## src/lsp_map.svh

```systemverilog
/*
 * Register offsets, reset values and timing counts of the link scheduler.
 * Assumes a 100 MHz system clock and a byte-addressed register port.
 */
`ifndef LSP_MAP_SVH
`define LSP_MAP_SVH

// ----------------------------------------------------------------------
// Register offsets
// ----------------------------------------------------------------------
`define LSP_OFS_CTRL 8'h00
`define LSP_OFS_SKIP_START 8'h04
`define LSP_OFS_SKIP_LEN 8'h08
`define LSP_OFS_TOK_HOLD 8'h0c
`define LSP_OFS_NODE_CNT 8'h10
`define LSP_OFS_RESP_WAIT 8'h14
`define LSP_OFS_NEW_WAIT 8'h18
`define LSP_OFS_SA_ADDR 8'h1c
`define LSP_OFS_STATUS 8'h20

// ----------------------------------------------------------------------
// Field positions
// ----------------------------------------------------------------------
`define LSP_CTRL_EN_BIT 0
`define LSP_CTRL_SA_GO_BIT 1
`define LSP_ST_DONE_BIT 8
`define LSP_ST_STALL_BIT 9
`define LSP_ST_BUSY_BIT 10

// ----------------------------------------------------------------------
// Reset values
// ----------------------------------------------------------------------
`define LSP_RST_SKIP_START 8'h25
`define LSP_RST_SKIP_LEN 8'hba
`define LSP_RST_TOK_HOLD 16'h0020
`define LSP_RST_RESP_WAIT 24'h075300
`define LSP_RST_NEW_WAIT 24'h15f900

// ----------------------------------------------------------------------
// Address range and timing
// ----------------------------------------------------------------------
`define LSP_ADDR_FIRST 8'h10
`define LSP_ADDR_LAST 8'hff
`define LSP_CLK_MHZ 100
`define LSP_TICK_NS 31250
`define LSP_TICK_CYCLES ((`LSP_TICK_NS * `LSP_CLK_MHZ) / 1000)

`endif

```

## src/lsp_pkg.sv

```systemverilog
/*
 * Types shared by the link scheduler files.
 * Assumes lsp_map.svh supplies every number.
 */
package lsp_pkg;
  typedef enum logic [2:0] {
    LSP_SA_IDLE,
    LSP_SA_WAIT_ID,
    LSP_SA_WAIT_NEW,
    LSP_SA_WAIT_PR
  } lsp_sa_e;
  typedef logic [7:0] lsp_node_t;
endpackage

```

## src/lsp_delay_timer.sv

```systemverilog
/*
 * Down-counting delay timer in scheduler ticks.
 * Assumes tick is a one-cycle pulse from the same clock.
 */
`timescale 1ns/1ps
module lsp_delay_timer import lsp_pkg::*; #(
  parameter int W = 24
) (
  // Clock and reset
  input wire logic clk,
  input wire logic arst_n,
  // Control
  input wire logic tick,
  input wire logic load,
  input wire logic [W-1:0] load_val,
  // Status
  output logic busy_q,
  output logic expired_q
);
  logic [W-1:0] cnt_q, cnt_d;
  logic busy_d, expired_d;

  always_comb begin
    cnt_d = cnt_q;
    busy_d = busy_q;
    expired_d = 1'b0;
    if (load) begin
      cnt_d = load_val;
      busy_d = 1'b1;
    end else if (busy_q) begin
      // A zero load expires at once rather than wrapping
      if (cnt_q == '0 || (tick && cnt_q == W'(1))) begin
        busy_d = 1'b0;
        expired_d = 1'b1;
        cnt_d = '0;
      end else if (tick) begin
        cnt_d = cnt_q - W'(1);
      end
    end
  end

  always_ff @(posedge clk or negedge arst_n) begin
    if (!arst_n) begin
      cnt_q <= '0;
      busy_q <= 1'b0;
      expired_q <= 1'b0;
    end else begin
      cnt_q <= cnt_d;
      busy_q <= busy_d;
      expired_q <= expired_d;
    end
  end
endmodule

```

## src/lsp_sched.sv

```systemverilog
/*
 * Link scheduler: probe walker with skip region, set-address timing.
 * Assumes link frame indications arrive as one-cycle pulses on clk.
 */
// The register offsets and the plain strobed port were left to the implementer.
// Overview of operation
// - Delay timers count 1/32 millisecond ticks
// - Active scheduler probes every listed address
// - Probe spacing from node count, token hold
// - Skip region start through start plus length
// - After last address wrap to first
// - Probe range is addresses 16 to 255
// - Unprobed node never joins the link
// - Query, identify reply, then set address
// - Reply wait bounded; late reply stalls sequence
// - Identify new address after delay and probe reply
// - Moved node rejoins after new address probed
`timescale 1ns/1ps
`include "lsp_map.svh"
module lsp_sched import lsp_pkg::*; (
  // Clock and reset
  input wire logic clk,
  input wire logic arst_n,
  // Register port
  input wire logic [7:0] reg_addr,
  input wire logic [31:0] reg_wdata,
  input wire logic reg_wr,
  input wire logic reg_rd,
  output logic [31:0] reg_rdata_q,
  // Link receive indications
  input wire logic ident_rx,
  input wire logic [7:0] ident_src,
  input wire logic probe_resp_rx,
  input wire logic [7:0] probe_resp_src,
  // Link transmit requests
  output logic probe_tx_q,
  output logic [7:0] probe_addr_q,
  output logic query_tx_q,
  output logic set_addr_tx_q,
  output logic ident_tx_q,
  output logic [7:0] frame_dst_q
);
  // --------------------------------------------------------------------
  // Helpers
  // --------------------------------------------------------------------
  function automatic logic in_skip(lsp_node_t a, lsp_node_t s, lsp_node_t n);
    logic [8:0] e;
    e = {1'b0, s} + {1'b0, n};
    return (n != 8'h00) && (a >= s) && ({1'b0, a} <= e);
  endfunction

  function automatic lsp_node_t next_addr(lsp_node_t a, lsp_node_t s,
                                          lsp_node_t n);
    logic [8:0] c;
    c = (a >= `LSP_ADDR_LAST) ? {1'b0, `LSP_ADDR_FIRST} : {1'b0, a} + 9'h001;
    if (in_skip(c[7:0], s, n))
      c = {1'b0, s} + {1'b0, n} + 9'h001;
    if (c > {1'b0, `LSP_ADDR_LAST} || c < {1'b0, `LSP_ADDR_FIRST})
      c = {1'b0, `LSP_ADDR_FIRST};
    return c[7:0];
  endfunction

  // --------------------------------------------------------------------
  // Registers
  // --------------------------------------------------------------------
  logic en_q, en_d;
  lsp_node_t skip_start_q, skip_start_d, skip_len_q, skip_len_d;
  logic [15:0] tok_hold_q, tok_hold_d;
  lsp_node_t node_cnt_q, node_cnt_d;
  logic [23:0] resp_wait_q, resp_wait_d, new_wait_q, new_wait_d;
  lsp_node_t sa_cur_q, sa_cur_d, sa_new_q, sa_new_d;
  logic [31:0] rdata_d;
  logic sa_go;
  logic done_q, done_d, stall_q, stall_d;
  lsp_sa_e sa_q, sa_d;
  lsp_node_t paddr_q, paddr_d;

  always_comb begin
    en_d = en_q;
    skip_start_d = skip_start_q;
    skip_len_d = skip_len_q;
    tok_hold_d = tok_hold_q;
    node_cnt_d = node_cnt_q;
    resp_wait_d = resp_wait_q;
    new_wait_d = new_wait_q;
    sa_cur_d = sa_cur_q;
    sa_new_d = sa_new_q;
    sa_go = 1'b0;
    rdata_d = 32'h0000_0000;
    if (reg_wr) begin
      case (reg_addr)
        `LSP_OFS_CTRL: begin
          en_d = reg_wdata[`LSP_CTRL_EN_BIT];
          sa_go = reg_wdata[`LSP_CTRL_SA_GO_BIT];
        end
        `LSP_OFS_SKIP_START: skip_start_d = reg_wdata[7:0];
        `LSP_OFS_SKIP_LEN: skip_len_d = reg_wdata[7:0];
        `LSP_OFS_TOK_HOLD: tok_hold_d = reg_wdata[15:0];
        `LSP_OFS_NODE_CNT: node_cnt_d = reg_wdata[7:0];
        `LSP_OFS_RESP_WAIT: resp_wait_d = reg_wdata[23:0];
        `LSP_OFS_NEW_WAIT: new_wait_d = reg_wdata[23:0];
        `LSP_OFS_SA_ADDR: begin
          // Addresses held while a sequence runs
          if (sa_q == LSP_SA_IDLE) begin
            sa_cur_d = reg_wdata[7:0];
            sa_new_d = reg_wdata[15:8];
          end
        end
        default: ;
      endcase
    end
    if (reg_rd) begin
      case (reg_addr)
        `LSP_OFS_CTRL: rdata_d = {31'h0, en_q};
        `LSP_OFS_SKIP_START: rdata_d = {24'h0, skip_start_q};
        `LSP_OFS_SKIP_LEN: rdata_d = {24'h0, skip_len_q};
        `LSP_OFS_TOK_HOLD: rdata_d = {16'h0, tok_hold_q};
        `LSP_OFS_NODE_CNT: rdata_d = {24'h0, node_cnt_q};
        `LSP_OFS_RESP_WAIT: rdata_d = {8'h0, resp_wait_q};
        `LSP_OFS_NEW_WAIT: rdata_d = {8'h0, new_wait_q};
        `LSP_OFS_SA_ADDR: rdata_d = {16'h0, sa_new_q, sa_cur_q};
        `LSP_OFS_STATUS: begin
          rdata_d[7:0] = paddr_q;
          rdata_d[`LSP_ST_DONE_BIT] = done_q;
          rdata_d[`LSP_ST_STALL_BIT] = stall_q;
          rdata_d[`LSP_ST_BUSY_BIT] = (sa_q != LSP_SA_IDLE);
        end
        default: rdata_d = 32'h0000_0000;
      endcase
    end
  end

  always_ff @(posedge clk or negedge arst_n) begin
    if (!arst_n) begin
      en_q <= 1'b0;
      skip_start_q <= `LSP_RST_SKIP_START;
      skip_len_q <= `LSP_RST_SKIP_LEN;
      tok_hold_q <= `LSP_RST_TOK_HOLD;
      node_cnt_q <= 8'h00;
      resp_wait_q <= `LSP_RST_RESP_WAIT;
      new_wait_q <= `LSP_RST_NEW_WAIT;
      sa_cur_q <= 8'h00;
      sa_new_q <= 8'h00;
      reg_rdata_q <= 32'h0000_0000;
    end else begin
      en_q <= en_d;
      skip_start_q <= skip_start_d;
      skip_len_q <= skip_len_d;
      tok_hold_q <= tok_hold_d;
      node_cnt_q <= node_cnt_d;
      resp_wait_q <= resp_wait_d;
      new_wait_q <= new_wait_d;
      sa_cur_q <= sa_cur_d;
      sa_new_q <= sa_new_d;
      reg_rdata_q <= rdata_d;
    end
  end

  // --------------------------------------------------------------------
  // Tick generator
  // --------------------------------------------------------------------
  localparam int TICK_N = `LSP_TICK_CYCLES;
  logic [11:0] tick_cnt_q, tick_cnt_d;
  logic tick;

  always_comb begin
    tick = (tick_cnt_q == 12'(TICK_N - 1));
    tick_cnt_d = tick ? 12'h000 : tick_cnt_q + 12'h001;
  end

  // --------------------------------------------------------------------
  // Probe walker
  // --------------------------------------------------------------------
  logic p_busy, p_load;
  logic [23:0] gap;
  logic probe_tx_d;
  logic [7:0] probe_addr_d;

  always_comb begin
    // More devices on the link stretch the gap between probes
    gap = 24'(tok_hold_q) * 24'({1'b0, node_cnt_q} + 9'h001);
    paddr_d = paddr_q;
    p_load = 1'b0;
    probe_tx_d = 1'b0;
    probe_addr_d = probe_addr_q;
    if (en_q && !p_busy && !probe_tx_q) begin
      // Skipped nodes are stepped over and stay off the link
      if (!in_skip(paddr_q, skip_start_q, skip_len_q)) begin
        probe_tx_d = 1'b1;
        probe_addr_d = paddr_q;
        p_load = 1'b1;
      end
      paddr_d = next_addr(paddr_q, skip_start_q, skip_len_q);
    end
  end

  lsp_delay_timer #(.W(24)) u_gap (
    .clk(clk),
    .arst_n(arst_n),
    .tick(tick),
    .load(p_load),
    .load_val(gap),
    .busy_q(p_busy),
    .expired_q()
  );

  // --------------------------------------------------------------------
  // Set-address sequencer
  // --------------------------------------------------------------------
  logic s_busy, s_exp, s_load;
  logic [23:0] s_val;
  logic query_tx_d, set_tx_d, ident_tx_d, pr_seen_q, pr_seen_d;
  logic [7:0] dst_d;
  logic pr_new;

  always_comb begin
    sa_d = sa_q;
    s_load = 1'b0;
    s_val = resp_wait_q;
    query_tx_d = 1'b0;
    set_tx_d = 1'b0;
    ident_tx_d = 1'b0;
    dst_d = frame_dst_q;
    done_d = done_q;
    stall_d = stall_q;
    pr_seen_d = pr_seen_q;
    pr_new = probe_resp_rx && (probe_resp_src == sa_new_q);
    case (sa_q)
      LSP_SA_IDLE: begin
        if (sa_go) begin
          query_tx_d = 1'b1;
          dst_d = sa_cur_q;
          s_load = 1'b1;
          s_val = resp_wait_q;
          done_d = 1'b0;
          stall_d = 1'b0;
          sa_d = LSP_SA_WAIT_ID;
        end
      end
      LSP_SA_WAIT_ID: begin
        if (ident_rx && ident_src == sa_cur_q) begin
          set_tx_d = 1'b1;
          dst_d = sa_cur_q;
          s_load = 1'b1;
          s_val = new_wait_q;
          pr_seen_d = 1'b0;
          sa_d = LSP_SA_WAIT_NEW;
        end else if (s_exp) begin
          // Late replies are not honoured; software restarts
          stall_d = 1'b1;
          sa_d = LSP_SA_IDLE;
        end
      end
      LSP_SA_WAIT_NEW: begin
        if (pr_new)
          pr_seen_d = 1'b1;
        if (s_exp)
          sa_d = LSP_SA_WAIT_PR;
      end
      LSP_SA_WAIT_PR: begin
        if (pr_seen_q || pr_new) begin
          ident_tx_d = 1'b1;
          dst_d = sa_new_q;
          done_d = 1'b1;
          sa_d = LSP_SA_IDLE;
        end
      end
      default: sa_d = LSP_SA_IDLE;
    endcase
  end

  lsp_delay_timer #(.W(24)) u_sa (
    .clk(clk),
    .arst_n(arst_n),
    .tick(tick),
    .load(s_load),
    .load_val(s_val),
    .busy_q(s_busy),
    .expired_q(s_exp)
  );

  always_ff @(posedge clk or negedge arst_n) begin
    if (!arst_n) begin
      tick_cnt_q <= 12'h000;
      paddr_q <= `LSP_ADDR_FIRST;
      probe_tx_q <= 1'b0;
      probe_addr_q <= 8'h00;
      sa_q <= LSP_SA_IDLE;
      query_tx_q <= 1'b0;
      set_addr_tx_q <= 1'b0;
      ident_tx_q <= 1'b0;
      frame_dst_q <= 8'h00;
      done_q <= 1'b0;
      stall_q <= 1'b0;
      pr_seen_q <= 1'b0;
    end else begin
      tick_cnt_q <= tick_cnt_d;
      paddr_q <= paddr_d;
      probe_tx_q <= probe_tx_d;
      probe_addr_q <= probe_addr_d;
      sa_q <= sa_d;
      query_tx_q <= query_tx_d;
      set_addr_tx_q <= set_tx_d;
      ident_tx_q <= ident_tx_d;
      frame_dst_q <= dst_d;
      done_q <= done_d;
      stall_q <= stall_d;
      pr_seen_q <= pr_seen_d;
    end
  end
endmodule

```

## config.mk

```make
export PLATFORM = sky130hd
export DESIGN_NAME = lsp_sched
export DESIGN_NICKNAME = d
export VERILOG_FILES = /design/src/lsp_pkg.sv /design/src/lsp_delay_timer.sv /design/src/lsp_sched.sv
export VERILOG_INCLUDE_DIRS = /design/src
export SDC_FILE = /design/constraint.sdc
export NUM_CORES = 1
export LEC_CHECK = 0
export ABC_AREA = 1
export BUFFER_PORTS_ARGS = -buffer_cell sky130_fd_sc_hd__buf_2
export CAP_MARGIN = 10
export CORE_MARGIN = 1.5
export CORE_UTILIZATION = 55
export CTS_CLUSTER_DIAMETER = 80
export DETAILED_ROUTE_END_ITERATION = 8
export PLACE_DENSITY = 0.73
export SETUP_SLACK_MARGIN = 0.15
export SLEW_MARGIN = 20
export SYNTH_ARGS = -nofsm -noshare
export SYNTH_HDL_FRONTEND = slang
export SYNTH_SLANG_ARGS = --single-unit
```

## constraint.sdc

```tcl
create_clock -name clk -period 6.7 [get_ports clk]
set_input_delay 2.01 -clock clk [delete_from_list [all_inputs] [get_ports clk]]
set_output_delay 2.01 -clock clk [all_outputs]
set_load 0.005 [all_outputs]
```

# Word-level counts from Yosys, hierarchy flattened
# Index checks and enable logic that the tools add are counted.
[word_totals]
register_bits = 234
input_bits = 62
output_inout_bits = 52
elab_cells = 170
[op_classes]
addsub = 7
mul = 1
n_lt_le_gt_ge = 7
n_eq_ne = 24
mux = 57
n_bitwise = 1
n_reduce_logical = 46
[ops]
columns = ["cell", "n"]
rows = [
  ["$mux W24", 11],
  ["$pmux W11 S9", 1],
  ["$pmux W13 S4", 1],
  ["$eq A24 B1 Y1 const B", 2],
  ["$logic_not A24 Y1", 2],
  ["$sub A24 B1 Y24 const B", 2],
  ["$eq A8 B5 Y1 const B", 4],
  ["$mux W8", 4],
  ["$mux W9", 3],
  ["$mux W1", 25],
  ["$mul A16 B9 Y24", 1],
  ["$pmux W8 S3", 1],
  ["$reduce_and A2 Y1", 10],
  ["$add A8 B1 Y9 const B", 2],
  ["$le A8 B9 Y1", 2],
  ["$eq A8 B4 Y1 const B", 2],
  ["$eq A8 B8 Y1", 2],
  ["$ge A8 B8 Y1", 2],
  ["$mux W3", 5],
  ["$add A12 B1 Y12 const B", 1],
  ["$eq A12 B12 Y1 const B", 1],
  ["$mux W12", 1],
  ["$pmux W3 S4", 1],
  ["$reduce_and A4 Y1", 3],
  ["other kinds (23)", 54],
]

# Depth between registers and ports, before layout
# Gate-level depths: netlist of run 1.
[depth]
ltp_word = 10
mapped_depth = 28

# Modules after synthesis
# From an unflattened synthesis of run 1, not the netlist that was laid out.
[hier_totals]
cells_unflattened = 2436
hier_area_um2 = 18027.3
[by_module_without_submodules]
columns = ["mod", "n_inst", "cells_per_inst", "area_per_inst_um2"]
rows = [
  ["lsp_sched", 1, 1804, 13990.9],
  ["lsp_delay_timer", 2, 316, 2018.2],
]

# Worst setup path before layout of run 1
# No wires, ideal clock.
[synth_path]
path_type = "reg-to-reg"
from = "register node_cnt_q[0]"
to = "register u_gap.cnt_q[16]"
setup_time_ps = 117
arrival_ps = 5087
required_ps = 6583
slack_ps = 1496
stages_incl_launch_ff = 26
n_path_buf = 1
period_less_slack_ps = 5204
path_cell_list = "dfrtp_1 ha_1 nand2_1 nor2_1 nand4_1 nor2_1 inv_1 clkbuf_1 nor2_1 fa_1 fa_1 fa_1 inv_1 fa_1 inv_1 ha_1 nand2_1 o21ai_0 a21oi_1 o21ai_0 nand3_1 nand2_1 xnor2_1 nand2_1 nand3_1 nand2_1"
[synth_via]
elab_chain_cells = 3
[synth_rtl]
columns = ["item", "line", "rtl"]
rows = [
  ["start: declaration", "lsp_sched.sv:69", "lsp_node_t node_cnt_q, node_cnt_d;"],
  ["start signal: assignment", "lsp_sched.sv:150", "node_cnt_q <= node_cnt_d;"],
  ["$add A8 B1 Y9", "lsp_sched.sv:181", "gap = 24'(tok_hold_q) * 24'({1'b0, node_cnt_q} + 9'h001);"],
  ["$mul A16 B9 Y24", "lsp_sched.sv:181", ""],
  ["$mux W24", "lsp_delay_timer.sv:27", "if (load) begin"],
  ["end signal: assignment", "lsp_delay_timer.sv:48", "cnt_q <= cnt_d;"],
  ["end: declaration", "lsp_delay_timer.sv:20", "logic [W-1:0] cnt_q, cnt_d;"],
]
# No other way between the ends.
# A chain may end at the register's enable or synchronous reset.

# Final worst setup path of run 1
[layout_path]
from = "register node_cnt_q[0]"
to = "register u_gap.cnt_q[19]"
# The elaborated chain is that of the path after synthesis.

==> summary.md, run 1 <==
| Metric | Value |
|---|---|
| Sequential cell area | 5660 µm² |
| Multi-input logic area | 10200 µm² |
| Drt drc | 0 |
| Slew headroom | 32.8% |
| GPL Wtd Cong | 0.977 |
| Run status | completed |
| Clk slew on worst S/H paths | 0.06 ns |
| Non-Filler Instances | 2800 |
| CTS tree | built |
| FMAX | 171 MHz |
| Post_cts resized | 0 |
| Post-layout min period | 5.86 ns |
| Synthesized cell area | 17500 µm² |
| CP Class | flop to flop |
| Mapped Cells | 2308 |
| Initial Util | 55.6% |
| Setup violations, final | 0 |
| Fin. max-slew vios | 0 |
| Setup TNS Final | 0 ns |
| DR iter-0 viols | 1571 |
| Initial antenna violation count | 1 |
| RSZ-0062 raised after global routing | no |
| Number of flops mapped to enable cells by yosys | 0 |
| Core Util, Final | 60.7% |
| Pwr Total | 0.00425 W |
| Cts hold-fix bufs | 0 |
| DRT antenna net count | 0 |
| Startpoint types | flop |
| Row Count | 65 |
| # clock sinks | 225 |
| Total number of vias | 15705 |
| Skew final | 0.0134 ns |
| Synth unique cells | 59 |
| Crit-path max FO | 14 |
| Worst Path Arrival | 6.32 ns |
| Hold crit path type | flop to flop |
| Mean Syn Cell Area | 7.57 µm² |
| Total placed cells including tap cells | 2754 |
| Placeable Area | 31400 µm² |
| Setup Buffers After CTS | 0 |
| Vias in the first global route | 14946 |
| Largest net degree at the start of global routing | 115 |
| Critical Path RT | 7.16 ns |
| WL final | 47700 µm |
| CP endpoint kind | flop |
| Layout cell share with drive strength beyond 1 | 9.80% |
| DRT Pass-1 Iters | 6 |
| H-tree Lvls | 1 |
| Die height | 181 µm |
| Synth warn | 0 |
| Pwr/cell area | 223 nW/µm² |
| DIE AREA | 32800 µm² |
| Congestion Overflow GR | 0 |
| Max cap viols | 0 |
| Worst-Margin Slew | 1.01 ns |
| Pleak | 9.72 nW |
| Synth-to-layout area growth | 9.17% |
| GRT Total Usage | 29.7% |
| DR vias/cell | 5.61 |
| Later-pin clock latency in the skew report | 0.53 ns |
| Asr flop ratio synth | 100% |
| FF+latch count, synth | 225 |
| Antenna diode count | 0 |
| Peak supply drop | 0.212 mV |
| Io pins | 114 |
| Post-synth top flop | dfrtp_1 |
| Die Wd | 181 µm |
| Flop2flop setup slack | 0.84 ns |
| Hold Fails Final Rpt | 0 |
| Port Buffer Count | 97 |
| Final Cycle Share | 87.5% |
| First-pass GRT wire length | 78100 µm |
| Clk Tree Root Cell | clkbuf_16 |
| Final net count | 2632 |
| TritonCTS Buffers | 25 |
| CTS max path bufs | 3 |
| Routed len/inst | 17.0 µm |
| Register area share after synthesis | 32.4% |
| DP HPWL | 36300 µm |
| Fill cell count | 2856 |
-- stage by stage --
| stage | setup slack [ns] | cell area, µm² | hold WS (ns) |
|---|---|---|---|
| after floorplan | 1.50 | 17500 | 0.432 |
| after global placement | 1.01 | 18200 | 0.447 |
| after detailed placement | 0.924 | 18200 | 0.458 |
| after CTS | 0.892 | 19100 | 0.469 |
| after global routing | 0.335 | 19100 | 0.497 |
| final | 0.841 | 19100 | 0.465 |
-- final timing paths --
| check | cells past startpoint | end | start |
|---|---|---|---|
| setup reg to reg | 24 | u_gap.cnt_q[19] | node_cnt_q[0] |
| setup / recovery | 24 | u_gap.cnt_q[19] | node_cnt_q[0] |
| hold reg to reg | 1 | tick_cnt_q[0] | tick_cnt_q[0] |
| hold / removal | 1 | tick_cnt_q[0] | tick_cnt_q[0] |
| max in group asynchronous | 2 | tok_hold_q[11] | arst_n |
| min in group asynchronous | 1 | tick_cnt_q[11] | arst_n |
-- area by class of cell --
class	instances	area share, %
multi-input combinational	1667	53.3
inverter	353	6.96
tap	402	2.64
clock buffer	35	3.69
clock inverter	11	0.610
sequential	225	29.7
timing repair buffer	107	3.06
-- critical path: stages, from the launching register on --
cell      delay [ns]
dfrtp_1         0.45
ha_1            0.22
nand2_1         0.08
nor2_1          0.13
nand2_1         0.09
nand2_1         0.47
inv_1           0.22
nand2_1         0.14
fa_1            0.43
fa_1            0.49
inv_1           0.06
fa_1            0.53
inv_1           0.05
fa_1            0.52
inv_1           0.04
ha_1            0.36
nand2_1         0.07
o21ai_0         0.32
nor2_1          0.17
o21ai_0         0.35
nand3_1         0.15
a21oi_1         0.15
nand3b_1        0.18
nand2_1         0.07
nand2_1         0.05
-- synth_stat cells, types with 2 or more instances --
cell type    n  area share, %
a21boi_0     2          0.086
a21o_1       3           0.13
a21oi_1     84            2.4
a21oi_2      3           0.15
a221oi_1    18           0.90
a31oi_1      4           0.14
a32o_1       4           0.23
buf_2       10           0.29
buf_4       13           0.56
buf_6        2           0.13
clkbuf_1    44           0.95
clkinv_1     3          0.064
dfrtp_1    199             29
dfstp_2     26            3.9
fa_1        99             11
ha_1        92            6.6
inv_1      344            7.4
inv_2        5           0.11
nand2_1    598             13
nand2_2     10           0.36
nand3_1     94            2.7
nand3_2      3           0.17
nand3b_1     4           0.17
nand4_1     21           0.75
nor2_1     225            4.8
nor2_2      10           0.36
nor2_4       6           0.39
nor3_1      25           0.72
nor3_2       3           0.17
nor4_1       7           0.25
o211ai_1    12           0.52
o21a_1       3           0.13
o21ai_0    203            5.8
o21ai_1     10           0.29
o21ai_2      3           0.15
o21bai_1     5           0.21
o22ai_1     20           0.72
o31ai_1      2          0.086
or2_1        2          0.072
or2_2        7           0.25
xnor2_1     22            1.1
xor2_1      41            2.1
-- routing by layer --
| metal | global-route usage [%] | wire length, µm |
|---|---|---|
| met3 | 5.34 | 3930 |
| met1 | 42.1 | 21000 |
| met2 | 45.5 | 20900 |
| met4 | 11.2 | 1900 |
| met5 | 0 | 8 |
-- cells in the final DEF (no fill, tap or decap), types with 5 or more instances in the layout --
| cell type | synthesis | layout |
|---|---|---|
| nand2_1 | 598 | 597 |
| inv_1 | 344 | 344 |
| nor2_1 | 225 | 224 |
| o21ai_0 | 203 | 203 |
| dfrtp_1 | 199 | 199 |
| fa_1 | 99 | 99 |
| buf_2 | 10 | 96 |
| nand3_1 | 94 | 93 |
| ha_1 | 92 | 92 |
| a21oi_1 | 84 | 84 |
| xor2_1 | 41 | 41 |
| dfstp_2 | 26 | 26 |
| nor3_1 | 25 | 25 |
| clkbuf_16 | 0 | 25 |
| xnor2_1 | 22 | 22 |
| nand4_1 | 21 | 21 |
| o22ai_1 | 20 | 20 |
| a221oi_1 | 18 | 18 |
| o211ai_1 | 12 | 12 |
| nor2_2 | 10 | 11 |
| nand2_2 | 10 | 11 |
| o21ai_1 | 10 | 10 |
| buf_4 | 13 | 9 |
| conb_1 | 1 | 8 |
| nor4_1 | 7 | 7 |
| or2_2 | 7 | 7 |
| nor2_4 | 6 | 6 |
| clkbuf_1 | 44 | 6 |
| clkinv_2 | 0 | 6 |
| inv_2 | 5 | 5 |
| o21bai_1 | 5 | 5 |
-- cells by family (layout without fill, tap and decap cells) --
group,count (synthesis),after routing,share of synthesized area [%]
DFF,225,225,32.4
adders and majority gates,191,191,17.9
and+or+nand+nor,1022,1022,24.5
buffers and inverters,423,506,9.55
muxes,1,1,0.0645
xor gates and xnor gates,63,63,3.16
AOI/OAI and AO/OA,382,382,12.3
other,1,8,0.0215
-- state kept, by name, indices dropped and copies added (netlist names), 2 cells and up --
name,count
frame_dst_q,8
new_wait_q,24
node_cnt_q,8
paddr_q,8
probe_addr_q,8
reg_rdata_q,24
resp_wait_q,24
sa_cur_q,8
sa_new_q,8
sa_q,2
skip_len_q,8
skip_start_q,8
tick_cnt_q,12
tok_hold_q,16
u_gap.cnt_q,24
u_sa.cnt_q,24
-- report_power, final --
part	total [W]	switching, W	internal (W)
Combinational	0.00123	0.000805	0.000427
Clock	0.00139	0.000578	0.000812
Sequential	0.00163	0.000141	0.00149
Total	0.00425	0.00152	0.00273
No activity file was read; power rests on OpenSTA's default activity.
==> inputs of run 2 (changes only) <==
--- a/config.mk
+++ b/config.mk
@@ -11,6 +11,7 @@
 export CAP_MARGIN = 10
 export CORE_MARGIN = 1.5
 export CORE_UTILIZATION = 55
+export CTS_BUF_LIST = sky130_fd_sc_hd__clkbuf_2 sky130_fd_sc_hd__clkbuf_4 sky130_fd_sc_hd__clkbuf_8
 export CTS_CLUSTER_DIAMETER = 80
 export DETAILED_ROUTE_END_ITERATION = 8
 export PLACE_DENSITY = 0.73
@@ -18,4 +19,5 @@
 export SLEW_MARGIN = 20
 export SYNTH_ARGS = -nofsm -noshare
 export SYNTH_HDL_FRONTEND = slang
+export SYNTH_HIERARCHICAL = 1
 export SYNTH_SLANG_ARGS = --single-unit
==> summary.md, run 2 <==
| Metric | Value |
|---|---|
| Total number of vias | 16264 |
| DRT antenna net count | 0 |
| Cts hold-fix bufs | 0 |
| Crit-path max FO | 5 |
| DP HPWL | 38000 µm |
| WL final | 49800 µm |
| Post_cts resized | 0 |
| Startpoint types | flop |
| Fill cell count | 3023 |
| Top routing layer used | met4 |
| Pwr Total | 0.00641 W |
| Vias in the first global route | 16126 |
| WHS Path Cells | 1 |
| Setup violations, final | 0 |
| Die Wd | 184 µm |
| WL met1 | 21000 µm |
| Clk Tree Root Cell | clkbuf_8 |
| Synth-to-layout area growth | 9.59% |
| CP endpoint kind | flop |
| HP Start | frame_dst_q[7] |
| Worst-Margin Slew | 0.994 ns |
| Setup TNS Final | 0 ns |
| GRT Total Usage | 30.6% |
| Synthesized cell area | 18000 µm² |
| Row Count | 66 |
| DR iter-0 viols | 1088 |
| Routed len/inst | 16.6 µm |
| TritonCTS Buffers | 40 |
| Crit path depth | 30 |
| Die height | 184 µm |
| Met3 WL post-DR | 3290 µm |
| GPL Wtd Cong | 0.972 |
| Skew final | 0.0407 ns |
| Initial Util | 55.6% |
| DR vias/cell | 5.44 |
| DRT Pass-1 Iters | 5 |
| Final net count | 2774 |
| Detail Route met2 WL | 23700 µm |
| CTS tree | built |
| Peak supply drop | 0.229 mV |
| Hold Fails Final Rpt | 0 |
| Final Cycle Share | 85.8% |
| Io pins | 114 |
| Hold crit path type | flop to flop |
| Core Util, Final | 60.9% |
| Switching part of the total | 44.8% |
| Worst setup startpoint | node_cnt_q[1] |
| Cell internal pwr | 0.00354 W |
| DIE AREA | 33800 µm² |
| Part of the power in registers | 29.0% |
| Slew headroom | 33.6% |
| Largest net degree at the start of global routing | 120 |
| Commonest non-fill, non-tap cell in the layout | nand2_1 |
| Net switching power | 0.00287 W |
| Mean Syn Cell Area | 7.39 µm² |
| Mapped Cells | 2434 |
| Setup Buffers After CTS | 0 |
| Clk slew on worst S/H paths | 0.06 ns |
| Buf/Inv on CP | 6 |
| Layout cell share with drive strength beyond 1 | 11.5% |
| Top delay family on crit path | adder cells |
| Multi-input logic area | 10500 µm² |
| Congestion Overflow GR | 0 |
| Max cap viols | 0 |
| FMAX | 174 MHz |
| Run status | completed |
| Critical Path RT | 7.22 ns |
| Pleak | 10.1 nW |
| Worst slack at placement | 0.991 ns |
| Most frequent cells in the layout | 682 x nand2_1, 372 x inv_1, 241 x nor2_1 |
| Power share of the combinational group | 48.6% |
| # clock sinks | 225 |
| First-pass GRT wire length | 81800 µm |
| Port Buffer Count | 97 |
| Critical R2R Launch | node_cnt_q[1] |
| Fin. max-slew vios | 0 |
| Critical Path Slowest Stage Cell | fa_1 |
| Worst Path Arrival | 6.27 ns |
| CP max stage delay | 0.52 ns |
| Later-pin clock latency in the skew report | 0.62 ns |
| Synth warn | 6 |
| CP Class | flop to flop |
| Drt drc | 0 |
| Initial antenna violation count | 1 |
| Top cell by count, worst path | nand2_1 |
| Fin worst setup slack | 0.949 ns |
| Post-layout min period | 5.75 ns |
| CTS max path bufs | 3 |
| Placeable Area | 32400 µm² |
| Reg2reg path depth | 30 |
| Pwr/cell area | 325 nW/µm² |
| Clock power share | 22.4% |
| H-tree Lvls | 2 |
| RSZ-0062 raised after global routing | no |
| Sequential cell area | 5660 µm² |
run 2: worst paths after layout:
kind                                         to  slack, ns
worst max-delay path            u_gap/cnt_q[20]       0.95
worst min-delay path             frame_dst_q[7]       0.48
worst max register to register  u_gap/cnt_q[20]       0.95
worst min register to register   frame_dst_q[7]       0.48
max in group asynchronous        resp_wait_q[9]       4.10
min in group asynchronous        u_gap/cnt_q[5]       1.49
run 2: final cells by class:
cell class	instances	share of cell area (%)
multi-input combinational	1756	53.4
sequential	225	28.7
inverter	379	7.21
clock buffer	65	4.00
timing repair buffer	117	3.34
tap	442	2.80
clock inverter	7	0.571
antenna	1	0.0127
run 2: power groups by stage:
| stage | registers [W] | logic, W | clock network, W |
|---|---|---|---|
| CTS | 0.00185 | 0.00310 | 0.00146 |
| finish | 0.00186 | 0.00311 | 0.00144 |
| detailed placement | 0.00187 | 0.00308 | 0 |
| floorplan | 0.00180 | 0.00247 | 0 |
| global route | 0.00188 | 0.00359 | 0.00153 |
| global placement | 0.00186 | 0.00299 | 0 |
run 2: routing by layer:
layer  global-route usage (%)  up-vias
met5                        0        -
met4                     13.6        0
met3                     4.89      115
met2                     51.5      634
met1                     38.9     7699
li1                         -     7816
run 2: through the flow:
stage	std cells	hold WS (ns)	area [µm²]
finish	2992	0.483	19700
global route	2991	0.500	19700
CTS	2991	0.487	19700
detailed placement	2919	0.471	18800
global placement	2919	0.462	18800
floorplan	2441	0.450	18000
